$ cat src/rtl/pfcs_pkg.sv
package pfcs_pkg;
  localparam int CLK_NS = 4;
  localparam int ADDR_W = 17;
  localparam int DATA_W = 8;

  // command sequence addresses and data
  localparam logic [ADDR_W-1:0] UNLOCK_ADDR_A = 17'h0_5555;
  localparam logic [ADDR_W-1:0] UNLOCK_ADDR_B = 17'h0_2AAA;
  localparam logic [DATA_W-1:0] UNLOCK_DATA_A = 8'hAA;
  localparam logic [DATA_W-1:0] UNLOCK_DATA_B = 8'h55;
  localparam logic [DATA_W-1:0] CODE_PROGRAM = 8'hA0;
  localparam logic [DATA_W-1:0] CODE_SETUP = 8'h80;
  localparam logic [DATA_W-1:0] CODE_ERASE = 8'h10;
  localparam logic [DATA_W-1:0] CODE_LOCKOUT = 8'h40;
  localparam logic [DATA_W-1:0] CODE_ID_ENTRY = 8'h90;
  localparam logic [DATA_W-1:0] CODE_ID_EXIT = 8'hF0;
  localparam int POLL_BIT = 7;
  localparam int ALT_BIT = 6;

  // step counts per command
  localparam logic [2:0] STEPS_PROGRAM = 3'h4;
  localparam logic [2:0] STEPS_SIX = 3'h6;
  localparam logic [2:0] STEPS_THREE = 3'h3;
  localparam logic [2:0] STEPS_ONE = 3'h1;

  // bus timing: glitch filter width is a least time, rounded up plus one cycle
  localparam int GLITCH_NS = 15;
  localparam int WE_LOW_CYC = (GLITCH_NS + CLK_NS - 1) / CLK_NS + 1;
  localparam int ACCESS_NS = 120;
  localparam int ACCESS_CYC = (ACCESS_NS + CLK_NS - 1) / CLK_NS;
  localparam int FLOAT_NS = 30;
  localparam int FLOAT_CYC = (FLOAT_NS + CLK_NS - 1) / CLK_NS;
  localparam int SYNC_CYC = 2;

  // completion limits: longest times, rounded down
  localparam longint ERASE_CYCLE_TIME_S = 10;
  localparam longint BYTE_PROGRAM_TIME_US = 50;
  localparam int unsigned ERASE_LIMIT_CYC =
    32'(ERASE_CYCLE_TIME_S * 1000000000 / CLK_NS);
  localparam int unsigned PROG_LIMIT_CYC =
    32'(BYTE_PROGRAM_TIME_US * 1000 / CLK_NS);

  typedef enum logic [2:0] {
    op_read, op_program, op_chip_erase, op_lockout,
    op_id_entry, op_id_exit, op_id_exit_short
  } pfcs_op_type;

  typedef struct packed {
    pfcs_op_type op;
    logic [ADDR_W-1:0] addr;
    logic [DATA_W-1:0] data;
  } pfcs_cmd_type;

  typedef struct packed {
    logic [ADDR_W-1:0] addr;
    logic ce_n;
    logic oe_n;
    logic we_n;
    logic [DATA_W-1:0] dq_out;
    logic dq_oe;
  } pfcs_pins_type;
endpackage : pfcs_pkg

$ cat src/rtl/pfcs_bus_cycle.sv
`timescale 1ns/10ps
module pfcs_bus_cycle (
  input wire logic core_clk,
  input wire logic rst,
  input wire logic start,
  input wire logic wr,
  input wire logic [pfcs_pkg::ADDR_W-1:0] addr,
  input wire logic [pfcs_pkg::DATA_W-1:0] wdata,
  input wire logic [pfcs_pkg::DATA_W-1:0] dq_in,
  output pfcs_pkg::pfcs_pins_type pins,
  output logic done,
  output logic [pfcs_pkg::DATA_W-1:0] rdata
);
  typedef enum logic [1:0] {
    st_idle, st_setup, st_strobe, st_recover
  } pfcs_bus_state_type;

  pfcs_bus_state_type state_r;
  pfcs_pkg::pfcs_pins_type pins_r;
  logic [7:0] cnt_r;
  logic wr_r;
  logic done_r;
  logic [pfcs_pkg::DATA_W-1:0] rdata_r;
  logic [pfcs_pkg::DATA_W-1:0] dq_meta_r;
  logic [pfcs_pkg::DATA_W-1:0] dq_sync_r;

  wire cnt_zero = (cnt_r == 8'h00);
  wire [7:0] strobe_len = wr_r ? 8'(pfcs_pkg::WE_LOW_CYC - 1)
    : 8'(pfcs_pkg::ACCESS_CYC + pfcs_pkg::SYNC_CYC - 1);

  assign pins = pins_r;
  assign done = done_r;
  assign rdata = rdata_r;

  always_ff @(posedge core_clk) begin
    dq_meta_r <= dq_in;
    dq_sync_r <= dq_meta_r;
  end

  always_ff @(posedge core_clk) begin
    if (rst) begin
      state_r <= st_idle;
      pins_r <= '{addr: '0, ce_n: 1'b1, oe_n: 1'b1, we_n: 1'b1,
                  dq_out: '0, dq_oe: 1'b0};
      cnt_r <= 8'h00;
      wr_r <= 1'b0;
      done_r <= 1'b0;
      rdata_r <= '0;
    end else begin
      done_r <= 1'b0;
      case (state_r)
        st_idle: begin
          if (start) begin
            pins_r.addr <= addr;
            pins_r.ce_n <= 1'b0;
            pins_r.dq_out <= wdata;
            pins_r.dq_oe <= wr;
            wr_r <= wr;
            state_r <= st_setup;
          end
        end
        st_setup: begin
          // oe stays high for the whole write, we stays high for reads
          pins_r.we_n <= ~wr_r;
          pins_r.oe_n <= wr_r;
          cnt_r <= strobe_len;
          state_r <= st_strobe;
        end
        st_strobe: begin
          if (cnt_zero) begin
            pins_r.we_n <= 1'b1;
            pins_r.oe_n <= 1'b1;
            pins_r.ce_n <= 1'b1;
            if (!wr_r) begin
              rdata_r <= dq_sync_r;
            end
            cnt_r <= 8'(pfcs_pkg::FLOAT_CYC - 1);
            state_r <= st_recover;
          end else begin
            cnt_r <= cnt_r - 8'h01;
          end
        end
        st_recover: begin
          // data held past the rising strobe edge, then released
          if (cnt_zero) begin
            pins_r.dq_oe <= 1'b0;
            done_r <= 1'b1;
            state_r <= st_idle;
          end else begin
            cnt_r <= cnt_r - 8'h01;
          end
        end
        default: state_r <= st_idle;
      endcase
    end
  end
endmodule : pfcs_bus_cycle

$ cat src/rtl/pfcs_sequencer.sv
// Function
// - chip erase is six writes ending 5555h/10h.
// - byte program is three unlock writes then target address and data.
// - lockout is six writes ending 5555h/40h.
// - id mode entered by three writes ending 5555h/90h.
// - id mode left by three writes ending F0h or one F0h write.
// - true data after program; host waits for completion first.
`timescale 1ns/10ps
module pfcs_sequencer #(
  parameter int unsigned ERASE_TIMEOUT_CYC = pfcs_pkg::ERASE_LIMIT_CYC,
  parameter int unsigned PROG_TIMEOUT_CYC = pfcs_pkg::PROG_LIMIT_CYC
) (
  input wire logic core_clk,
  input wire logic rst,
  input wire logic cmd_valid,
  input pfcs_pkg::pfcs_cmd_type cmd,
  output logic cmd_ready,
  output logic rsp_valid,
  output logic [pfcs_pkg::DATA_W-1:0] rsp_data,
  output logic rsp_error,
  output pfcs_pkg::pfcs_pins_type flash_pins,
  input wire logic [pfcs_pkg::DATA_W-1:0] flash_dq_in
);
  typedef enum logic [2:0] {
    m_idle, m_issue, m_wait, m_poll_issue, m_poll_wait
  } pfcs_main_state_type;

  pfcs_main_state_type state_r;
  pfcs_pkg::pfcs_cmd_type cmd_r;
  logic [2:0] idx_r;
  logic bus_start_r;
  logic cmd_ready_r;
  logic rsp_valid_r;
  logic rsp_error_r;
  logic [pfcs_pkg::DATA_W-1:0] rsp_data_r;
  logic [pfcs_pkg::DATA_W-1:0] prev_r;
  logic have_prev_r;
  logic [31:0] timer_r;
  logic bus_done;
  logic [pfcs_pkg::DATA_W-1:0] bus_rdata;

  // step table decode
  wire is_read = (cmd_r.op == pfcs_pkg::op_read);
  wire is_prog = (cmd_r.op == pfcs_pkg::op_program);
  wire is_six = (cmd_r.op == pfcs_pkg::op_chip_erase) ||
    (cmd_r.op == pfcs_pkg::op_lockout);
  wire is_single = is_read || (cmd_r.op == pfcs_pkg::op_id_exit_short);
  wire needs_poll = is_prog || is_six;
  wire [2:0] step_count = is_single ? pfcs_pkg::STEPS_ONE
    : is_prog ? pfcs_pkg::STEPS_PROGRAM
    : is_six ? pfcs_pkg::STEPS_SIX
    : pfcs_pkg::STEPS_THREE;
  wire last_step = (idx_r == step_count - 3'h1);

  logic [pfcs_pkg::DATA_W-1:0] third_code;
  always_comb begin
    case (cmd_r.op)
      pfcs_pkg::op_program: third_code = pfcs_pkg::CODE_PROGRAM;
      pfcs_pkg::op_chip_erase: third_code = pfcs_pkg::CODE_SETUP;
      pfcs_pkg::op_lockout: third_code = pfcs_pkg::CODE_SETUP;
      pfcs_pkg::op_id_entry: third_code = pfcs_pkg::CODE_ID_ENTRY;
      default: third_code = pfcs_pkg::CODE_ID_EXIT;
    endcase
  end

  wire [pfcs_pkg::DATA_W-1:0] final_code =
    (cmd_r.op == pfcs_pkg::op_lockout) ? pfcs_pkg::CODE_LOCKOUT
    : pfcs_pkg::CODE_ERASE;

  logic [pfcs_pkg::ADDR_W-1:0] step_addr;
  logic [pfcs_pkg::DATA_W-1:0] step_data;
  always_comb begin
    step_addr = pfcs_pkg::UNLOCK_ADDR_A;
    step_data = pfcs_pkg::UNLOCK_DATA_A;
    if (is_single) begin
      // any address takes the one-write id exit
      step_addr = cmd_r.addr;
      step_data = pfcs_pkg::CODE_ID_EXIT;
    end else begin
      case (idx_r)
        3'h1, 3'h4: begin
          step_addr = pfcs_pkg::UNLOCK_ADDR_B;
          step_data = pfcs_pkg::UNLOCK_DATA_B;
        end
        3'h2: step_data = third_code;
        3'h3: begin
          if (is_prog) begin
            step_addr = cmd_r.addr;
            step_data = cmd_r.data;
          end
        end
        3'h5: step_data = final_code;
        default: step_data = pfcs_pkg::UNLOCK_DATA_A;
      endcase
    end
  end

  // completion test on two successive reads
  wire alt_stopped = have_prev_r &&
    (prev_r[pfcs_pkg::ALT_BIT] == bus_rdata[pfcs_pkg::ALT_BIT]);
  wire poll_true = !is_prog ||
    (bus_rdata[pfcs_pkg::POLL_BIT] == cmd_r.data[pfcs_pkg::POLL_BIT]);
  wire op_complete = alt_stopped && poll_true;
  // lockout is polled with the erase limit
  wire [31:0] timer_limit = is_prog ? PROG_TIMEOUT_CYC : ERASE_TIMEOUT_CYC;
  wire timed_out = (timer_r >= timer_limit);
  // the bus cycle samples wr and addr with the start pulse, which is
  // registered: it stands while the main machine is already in m_wait
  wire bus_step = (state_r == m_wait);
  wire bus_wr = bus_step && !is_read;
  // poll reads always go to the target address of the command
  wire [pfcs_pkg::ADDR_W-1:0] bus_addr = bus_step ? step_addr : cmd_r.addr;
  wire cmd_take = cmd_valid && cmd_ready_r;

  pfcs_bus_cycle u_bus (
    .core_clk(core_clk),
    .rst(rst),
    .start(bus_start_r),
    .wr(bus_wr),
    .addr(bus_addr),
    .wdata(step_data),
    .dq_in(flash_dq_in),
    .pins(flash_pins),
    .done(bus_done),
    .rdata(bus_rdata)
  );

  assign cmd_ready = cmd_ready_r;
  assign rsp_valid = rsp_valid_r;
  assign rsp_data = rsp_data_r;
  assign rsp_error = rsp_error_r;

  always_ff @(posedge core_clk) begin
    if (rst) begin
      state_r <= m_idle;
      cmd_r <= '{op: pfcs_pkg::op_read, addr: '0, data: '0};
      idx_r <= 3'h0;
      bus_start_r <= 1'b0;
      cmd_ready_r <= 1'b0;
      rsp_valid_r <= 1'b0;
      rsp_error_r <= 1'b0;
      rsp_data_r <= '0;
      prev_r <= '0;
      have_prev_r <= 1'b0;
      timer_r <= 32'h0000_0000;
    end else begin
      bus_start_r <= 1'b0;
      rsp_valid_r <= 1'b0;
      case (state_r)
        m_idle: begin
          // ready is registered, so it drops one cycle after the take
          cmd_ready_r <= 1'b1;
          if (cmd_take) begin
            cmd_r <= cmd;
            idx_r <= 3'h0;
            cmd_ready_r <= 1'b0;
            state_r <= m_issue;
          end
        end
        m_issue: begin
          bus_start_r <= 1'b1;
          state_r <= m_wait;
        end
        m_wait: begin
          if (bus_done && !last_step) begin
            idx_r <= idx_r + 3'h1;
            state_r <= m_issue;
          end else if (bus_done && needs_poll) begin
            // last write landed: first poll read goes out at once
            have_prev_r <= 1'b0;
            timer_r <= 32'h0000_0000;
            bus_start_r <= 1'b1;
            state_r <= m_poll_wait;
          end else if (bus_done) begin
            rsp_valid_r <= 1'b1;
            rsp_error_r <= 1'b0;
            rsp_data_r <= is_read ? bus_rdata : step_data;
            state_r <= m_idle;
          end
        end
        m_poll_issue: begin
          bus_start_r <= 1'b1;
          state_r <= m_poll_wait;
        end
        m_poll_wait: begin
          // timer only runs while a poll read is out
          timer_r <= timer_r + 32'h0000_0001;
          if (bus_done && (op_complete || timed_out)) begin
            rsp_valid_r <= 1'b1;
            rsp_error_r <= !op_complete;
            rsp_data_r <= bus_rdata;
            state_r <= m_idle;
          end else if (bus_done) begin
            // kept to compare its toggle bit with the next read
            prev_r <= bus_rdata;
            have_prev_r <= 1'b1;
            state_r <= m_poll_issue;
          end
        end
        default: state_r <= m_idle;
      endcase
    end
  end
endmodule : pfcs_sequencer

$ cat config.mk
export PLATFORM = sky130hd
export DESIGN_NAME = pfcs_sequencer
export DESIGN_NICKNAME = d
export VERILOG_FILES = /design/src/rtl/pfcs_pkg.sv /design/src/rtl/pfcs_bus_cycle.sv /design/src/rtl/pfcs_sequencer.sv
export SDC_FILE = /design/constraint.sdc
export NUM_CORES = 1
export LEC_CHECK = 0
export BUFFER_PORTS_ARGS = -buffer_cell sky130_fd_sc_hd__buf_4
export CORE_ASPECT_RATIO = 1.5
export CORE_MARGIN = 2
export CORE_UTILIZATION = 45
export DETAILED_ROUTE_END_ITERATION = 12
export PLACE_DENSITY_LB_ADDON = 0.05
export SETUP_SLACK_MARGIN = 0.4
export SYNTH_ARGS = -nofsm -noshare
export SYNTH_HDL_FRONTEND = slang
export SYNTH_SLANG_ARGS = --single-unit
$ cat constraint.sdc
create_clock -name core_clk -period 3.65 [get_ports core_clk]
set_input_delay 0.365 -clock core_clk [delete_from_list [all_inputs] [get_ports core_clk]]
set_output_delay 0.365 -clock core_clk [all_outputs]
set_load 0.02 [all_outputs]
==> results.ini, run 1 <==
[grt]
grt_pass1_vias=6132
grt_pass1_wl_um=29600
grt_overflow=0
grt_max_degree=80
antenna_found_initial=0
grt_util_all_layers=0.230

[setup_path]
cp.required_ns=3.96
r2r_end=rsp_data[2]
critical_path.endpoint_type=register
cp.arrival_ns=3.24
worstPathMaxFanout=15
worst-setup-path-type=reg -> reg
rr_worst_depth=9
crit_path_start_kind=register
rrSetupSlack_ns=0.73
worstReg2RegStart=cmd_r[27]

[final_layout]
area_delta_synth_final_pct=20.8
nets=936
stdcell_count=1089
drive_gt1_frac=0.156
final-seq-area_um2=2900
diodes=0
fill_cells=1361
multi_input_area_um2=3530
design_area_um2=8080
utilization=0.556

[logic_synthesis]
syn_area_um2=6690
synth-edff-count=0
synthCells=817
ys_seq_area_frac=0.434
ys_types=74
yosys-top-cells-area=dfxtp_1 43%, a21oi_1 7.6%, nand2_1 6.3%
syn_nets=873
yosysTopAreaCell=dfxtp_1
async_flop_share=0
syn_area_per_cell_um2=8.18
dominantRegCellSynth=dfxtp_1
yosys.area.top_type_share=0.434
synth-seq-cells=145
ys_warn_count=0

[route]
drc_errors=0
met3_length_um=794
num_vias=6110
first_pass_iters=7
wl_per_cell_um=16.6
met1_length_um=7220
drt-total-wl_um=18100
ant_nets=0
top_layer=met4
initialDrtViolationCount=284
viasPerCell=5.61
met2_length_um=9470

[sta]
rsz0062_at_grt=no
skew_ns=0.00855
worstMarginPinSlew_ns=0.836
post-route-min-period_ns=2.92
final.setup.tns_ns=0
relSlewSlack=0.442
setup_viol_count_final=0
drv_slew=0
max_freq_mhz=342
finalCritPeriodShare=0.801
hold_viol=0

[cts]
cts_buffer_depth=2
clock_latency_ns=0.42
clockRootBuffer=clkbuf_16
cts_max_level=4
clkTransAtPathRegs_ns=0.06
ctsHoldBuffers=0
cts_buffers=17
tritoncts=done
cts.sinks=145

[hold_path]
holdCritStartpoint=flash_dq_in[4]
whs_path_depth=1
min_to=u_bus.dq_meta_r[4]
hp-class=in -> reg

[die]
die_y_um=153
rows=54
start_util=0.460
core_area_um2=14500
dieArea_um2=15900
io_pins=79
die_w_um=104

[place]
dpl-instance-area_um2=7400
gp_congestion=0.850
numPortBuffers=78
numPlacedInstances=1055
place_hpwl_um=12900

[pwr]
power_leakage_nw=3.12
power.total_mw=4.38
ir_drop_mv=0.422
p_per_area_nw_per_um2=542

[run_status]
outcome=finished clean

[flow_run]
max_cap_violations=0

cell usage in the layout, fill, tap and decap left out, types with 7 or more instances in the layout:
| cell type | n |
|---|---|
| a211oi_1 | 7 |
| a21oi_1 | 102 |
| and3_1 | 10 |
| buf_4 | 88 |
| clkbuf_16 | 17 |
| dfxtp_1 | 145 |
| ha_1 | 17 |
| inv_1 | 19 |
| mux2i_1 | 17 |
| nand2_1 | 112 |
| nand3_1 | 24 |
| nand4_1 | 10 |
| nor2_1 | 88 |
| nor3_1 | 13 |
| nor4_1 | 10 |
| o21ai_0 | 54 |
| or3_1 | 19 |
| xnor2_1 | 10 |
per-layer routing:
layer | up-vias | GRT usage
met5 | - | 0
met4 | 0 | 0.109
met3 | 48 | 0.0529
met2 | 158 | 0.422
met1 | 2869 | 0.248
li1 | 3035 | -
logic make-up after synthesis:
group	count (synthesis)	share of synthesized area
multiplexers	18	0.0271
adder cells (fa/ha/maj)	18	0.0333
XOR/XNOR	16	0.0210
AND/OR/NAND/NOR	332	0.244
buffers and inverters	64	0.0380
flip-flops	145	0.434
AO/OA/AOI/OAI	224	0.202
where the power goes:
group | leakage [nW] | internal [mW] | switching [mW]
clock | 0.322 | 1.25 | 0.713
combinational | 1.62 | 0.250 | 0.418
sequential | 1.18 | 1.68 | 0.0751
state kept, by name, indices dropped and copies added, names as in the netlist:
name	flops
timer_r	32
u_bus.pins	29
cmd_r	28
rsp_data	8
u_bus.cnt_r	8
u_bus.dq_meta_r	8
u_bus.dq_sync_r	8
u_bus.rdata	8
idx_r	3
state_r	3
u_bus.state_r	2
bus_start_r	1
cmd_ready	1
have_prev_r	1
prev_r	1
rsp_error	1
rsp_valid	1
u_bus.done	1
u_bus.wr_r	1
Yosys cell counts (4+ instances only):
master,n
nor3_1,13
o21ai_0,54
ha_1,17
dfxtp_1,145
or3_1,19
and2_1,4
nand3_1,24
o21a_1,5
mux2i_1,17
nor2b_1,4
buf_2,5
xor2_1,6
nand2_1,112
a31oi_1,5
and3_1,10
o31ai_1,6
nor2_1,88
nand4_1,10
inv_1,19
a311oi_1,5
clkbuf_1,36
a21oi_1,102
nor4_1,10
or4_1,6
nand2b_1,6
xnor2_1,10
a211oi_1,7
a211o_1,4
worst max-delay path, cell delays in order, from the launching register on:
cell	delay (ns)
dfxtp_1	0.48
nor3b_4	0.42
inv_2	0.19
ha_1	0.32
o21ai_0	0.15
nor2_1	0.06
o311a_1	0.38
o2111ai_2	0.27
nand3_2	0.24
a311oi_1	0.30
cell type report:
class	instances	share of cell area
Clock buffer	19	0.0548
Tap cell	196	0.0304
Timing Repair Buffer	88	0.0818
Multi-Input combinational cell	608	0.437
Clock inverter	13	0.0277
Inverter	20	0.00929
Sequential cell	145	0.359
worst max path at each step:
| stage | from | end | slack, ns | depth (start not counted) |
|---|---|---|---|---|
| global placement | cmd_r[27] | rsp_data[2] | 0.68 | 9 |
| finish | cmd_r[27] | rsp_data[2] | 0.73 | 9 |
| detailed placement | cmd_r[27] | rsp_data[2] | 0.45 | 9 |
| global route | cmd_r[27] | rsp_data[2] | 0.54 | 9 |
| CTS | cmd_r[27] | rsp_data[2] | 0.47 | 9 |
| floorplan | cmd_r[25] | rsp_data[0] | 1.27 | 9 |
timing repair:
| item | CTS | global route |
|---|---|---|
| endpoints found under the setup margin | 0 | 12 |
| setup buffers | 0 | 2 |
| resized for setup | 0 | 0 |
per-stage QoR:
step	worst slack [ns]	hold slack [ns]
finish	0.726	0.0434
global route	0.542	0.0264
detailed placement	0.450	0.315
CTS	0.475	0.0244
global placement	0.679	0.313
floorplan	1.27	0.310
No activity file was read; power rests on OpenSTA's default activity.
==> run 2: changes to the inputs <==
- clock period: 3.65 -> 3.05 ns (I/O delays scaled with it)
==> run 2 against run 1 <==
Clock power is essentially flat. Clock skew grew 0.00094 ns. Worst hold slack gained 0.082 ns. Non-clock buffer count grew 17. Die area is the same. Sequential power grew 20%. Cell area grew 0.87%.
==> results.ini, run 2 (synthesis gave the netlist of run 1 again) <==
[final_layout]
fill_cells=1390
final_cell_mix=142 x dfxtp_1, 112 x nand2_1, 102 x a21oi_1
design_area_um2=8150
top_register=timer_r
stdcell_count=1106
diodes=0
nets=953
drive_gt1_frac=0.168
utilization=0.561
largest_reg_flops=32
area_delta_synth_final_pct=21.9
mostFrequentLayoutCell=dfxtp_1

[place]
numPortBuffers=78
place_hpwl_um=12600
dpl-instance-area_um2=7480
numPlacedInstances=1066
gp_congestion=0.830

[pwr]
ir_drop_mv=0.472
power_leakage_nw=3.16
p_per_area_nw_per_um2=596

[cts]
tritoncts=done
cts_setup_buffers=0
cts_max_level=4
clock_latency_ns=0.43
cts_buffer_depth=2
clkTransAtPathRegs_ns=0.06
cts_buffers=17
clockRootBuffer=clkbuf_16
cts.sinks=145

[route]
first_pass_iters=5
num_vias=6105
ant_nets=0
initialDrtViolationCount=296
drc_errors=0
drt-total-wl_um=17700
wl_per_cell_um=16.0
viasPerCell=5.52

[sta]
rsz0062_at_grt=yes
whs_ns=0.126
hold_viol=0
drv_slew=0
skew_ns=0.00949
post-route-min-period_ns=2.46
worstMarginPinSlew_ns=0.849
final.setup.tns_ns=0
max_freq_mhz=406
relSlewSlack=0.434
setup_viol_count_final=0
finalCritPeriodShare=0.808

[run_status]
outcome=finished clean

[grt]
grt_overflow=0
grt_pass1_vias=5904
antenna_found_initial=0
grt_util_all_layers=0.225
grt_max_degree=80
grt_pass1_wl_um=28900

[die]
dieArea_um2=15900
rows=54
die_y_um=153
io_pins=79
core_area_um2=14500
start_util=0.460
die_w_um=104

[setup_path]
worst-setup-path-type=reg -> reg
cp.required_ns=3.40
crit_path_start_kind=register
rrSetupSlack_ns=0.59
cp.arrival_ns=2.81
critical_path.endpoint_type=register
worstPathMaxFanout=10

[flow_run]
max_cap_violations=0

[hold_path]
hp-class=in -> reg

-- run 2: cell types whose count changed in the layout (fill, tap and decap cells not counted), sizes merged --
cell	change
clkbuf	-1
inv	+3
bufinv	-5
dlygate4sd3	+8
buf	+9
clkinv	+2
clkinvlp	+1
-- run 2: layout make-up --
type	count	area [µm²]	share of cell area
multi-input cells	608	3550	0.436
clock inverters	14	120	0.0147
clock buffers	18	439	0.0539
well taps	196	245	0.0301
repair buffers	105	808	0.0992
flip-flops and latches	145	2910	0.357
inverters	20	75.1	0.00921
-- run 2: critical path: stages (launching register included) --
cell and delay (ns):
dfxtp_1 0.48, or3b_1 0.38, a21boi_1 0.21, o211ai_1 0.18, a2111o_1 0.54, or4_1 0.43, a21oi_1 0.17
-- run 2: routing by layer --
metal,track usage,vias to the layer above,part of all wire
met4,0.105,0,0.034
met3,0.0576,40,0.043
met5,0,-,0
met1,0.248,2861,0.41
li1,-,3067,-
met2,0.403,137,0.52
-- run 2: power by group --
part	leakage, nW	internal, mW	total (mW)	switching (mW)
sequential	1.18	2.01	2.10	0.0894
combinational	1.70	0.309	0.798	0.489
clock	0.273	1.09	1.96	0.874
-- run 2: timing repair --
item                       4_1_cts  5_1_grt
setup endpoints to repair        0       27
hold endpoints to repair         8        0
gates resized for setup          0        7
hold buffers                     8        0
-- run 2: through the flow --
stage | worst slack (ns) | total power, mW
2_1_floorplan | 0.668 | 2.69
3_3_place_gp | 0.512 | 2.90
3_5_place_dp | 0.411 | 2.92
4_1_cts | 0.414 | 4.90
5_1_grt | 0.393 | 5.11
6_report | 0.585 | 4.86
-- run 2: worst paths after layout --
check,startpoint,endpoint,depth (start not counted)
setup / recovery,idx_r[0],timer_r[27],6
hold / removal,cmd[14],cmd_r[14],3
setup reg to reg,idx_r[0],timer_r[27],6
hold reg to reg,u_bus.dq_meta_r[7],u_bus.dq_sync_r[7],0
==> run 3: changes to the inputs <==
- ABC_AREA: not set -> 1
- clock period: 3.05 -> 2.25 ns (I/O delays scaled with it)
==> run 3 against run 2 <==
Routed wire length grew 11%. Via count rose by 9.7%. Flip-flop and latch count unchanged. Register-to-register slack worse by 0.36 ns. Non-clock buffer count is 37 higher. Die area grew 2.1%. Critical endpoint is now rsp_data[2]. Largest cell class unchanged.
==> results.ini, run 3 <==
[logic_synthesis]
synth-edff-count=0
synth_compound_area_frac=0.164
synth_simple_gate_area_frac=0.282
dominantRegCellSynth=dfxtp_1
synth_top_family_by_area=simple AND/OR/NAND/NOR gates
synth-seq-cells=145
yosysTopAreaCell=dfxtp_1
synthAdderAreaFrac=0.0312
async_flop_share=0
synth_commonest_cells=179 x nand2_1, 150 x nor2_1, 145 x dfxtp_1
synth_mux_area_frac=0
ys_types=37
yosysMostFrequentCell=nand2_1
yosys-top-cells-area=dfxtp_1 43%, nand2_1 9.8%, nor2_1 8.2%
ys_warn_count=0
syn_area_um2=6830
yosys.area.top_type_share=0.425
syn_nets=1018
ys_seq_area_frac=0.425
synth-xor-area-share=0.0205
synthCells=962
syn_area_per_cell_um2=7.10

[die]
start_util=0.457
die_w_um=105
rows=55
die_y_um=155
core_area_um2=14900
io_pins=79
dieArea_um2=16200

[sta]
setup_viol_count_final=0
post-route-min-period_ns=2.02
rsz0062_at_grt=yes
skew_ns=0.00703
finalCritPeriodShare=0.900
final.setup.tns_ns=0
drv_slew=0
worstMarginPinSlew_ns=0.764
max_freq_mhz=494
relSlewSlack=0.491
setup_slack_ns=0.226
hold_viol=0

[cts]
clock_latency_ns=0.43
cts_buffers=17
cts_buffer_depth=2
cts.sinks=145
cts_max_level=4
clkTransAtPathRegs_ns=0.07
tritoncts=done
clockRootBuffer=clkbuf_16

[setup_path]
cp.required_ns=2.61
crit_chain=buf_12 > nor2_4 > nor2_4 > xor2_1 > nand4_2 > nand2_2 > nand4_1 > nand2_8 > buf_12 > o21ai_1 > nor2_1
critical_path.endpoint_type=register
cp_slowest_cell=dfxtp_4
crit_path_start_kind=register
worstPathMaxFanout=7
cp.buffers_inverters=2
cp.arrival_ns=2.39
crit_family=simple AND/OR/NAND/NOR gates
max_stage_delay_ns=0.36
worst-setup-path-type=reg -> reg

[route]
first_pass_iters=5
num_vias=6699
viasPerCell=5.15
drc_errors=0
drt-total-wl_um=19600
initialDrtViolationCount=277
wl_per_cell_um=15.0
ant_nets=0

[final_layout]
top_register=timer_r
final_cell_mix=149 x nand2_1, 136 x dfxtp_1, 135 x nor2_1
diodes=0
mostFrequentLayoutCell=nand2_1
drive_gt1_frac=0.275
largest_reg_flops=32
stdcell_count=1301
area_delta_synth_final_pct=37.0
nets=1146

[hold_path]
hp-class=in -> reg

[pwr]
power_leakage_nw=3.82
p_per_area_nw_per_um2=883
ir_drop_mv=0.505

[place]
place_hpwl_um=13200
gp_congestion=0.860
dp_slack_ns=0.121
numPlacedInstances=1229
numPortBuffers=78

[flow_run]
max_cap_violations=0

[grt]
grt_overflow=0
antenna_found_initial=0
grt_util_all_layers=0.240
grt_pass1_vias=6317
grt_max_degree=54
grt_pass1_wl_um=30700

[run_status]
outcome=finished clean

[run 3: cell types whose count changed in the layout (fill, tap and decap cells not counted), sizes merged, moves of 10 or more]
| cell | before | now |
|---|---|---|
| inv | 27 | 104 |
| or3 | 19 | 0 |
| buf | 97 | 133 |
| a21oi | 102 | 77 |
| nand3 | 25 | 39 |
| nor3 | 14 | 24 |
| o21ai | 56 | 102 |
| nand2 | 112 | 183 |
| and3 | 10 | 0 |
| mux2i | 17 | 0 |
| nor2 | 88 | 158 |
[run 3: through the flow]
step	area [µm²]	hold WS [ns]	total power, mW	util
2_1_floorplan	6880	0.253	4.51	-
3_3_place_gp	7750	0.310	5.11	0.519
3_5_place_dp	7750	0.312	5.13	0.519
4_1_cts	8800	0.00616	8.06	0.589
5_1_grt	9350	0.00869	8.77	0.626
6_report	9350	0.0128	8.26	0.626
[run 3: cell type report]
| cell class | count | area, µm² |
|---|---|---|
| clock buffer | 17 | 425 |
| clock inverter | 14 | 146 |
| fill | 1393 | 5580 |
| inverter | 100 | 408 |
| multi-input combinational | 684 | 3980 |
| sequential | 145 | 2920 |
| tap | 199 | 249 |
| timing repair buffer | 142 | 1220 |
[run 3: power breakdown]
group	leakage [nW]	switching, mW	internal (mW)
Combinational	2.36	1.43	0.958
Sequential	1.19	0.204	2.90
Clock	0.269	1.22	1.55
Total	3.82	2.86	5.41
[run 3: repair_timing]
item | CTS | global route
cloned | 3 | 1
hold buffers | 8 | 0
pin swaps | 15 | 22
gates resized for setup | 43 | 121
setup endpoints to repair | 58 | 78
buffers inserted | 18 | 11
hold endpoints to repair | 8 | 0
[run 3: logic make-up after synthesis]
kind of cell | Yosys count
DFF | 145
adders and majority gates | 17
AOI/OAI and AO/OA | 209
xor gates and xnor gates | 16
and+or+nand+nor | 442
buffers and inverters | 133
[run 3: path summary, 6_finish.rpt]
check,startpoint,end,slack [ns],cells after the start
hold / removal,cmd[12],cmd_r[12],0.01,3
hold reg to reg,u_bus.dq_meta_r[2],u_bus.dq_sync_r[2],0.33,0
setup / recovery,cmd_r[27],rsp_data[2],0.23,11
setup reg to reg,cmd_r[27],rsp_data[2],0.23,11
[run 3: per-layer routing]
layer	vias up	global-route usage	wire [µm]
met1	3075	0.259	7700
met4	0	0.127	809
li1	3427	-	-
met2	150	0.439	10300
met5	-	0	0
met3	47	0.0490	805
[run 3: tightest hold or removal path, cell delays in order]
cell and delay [ns]:
buf_4 0.07, nor2_1 0.03, nor2_1 0.08
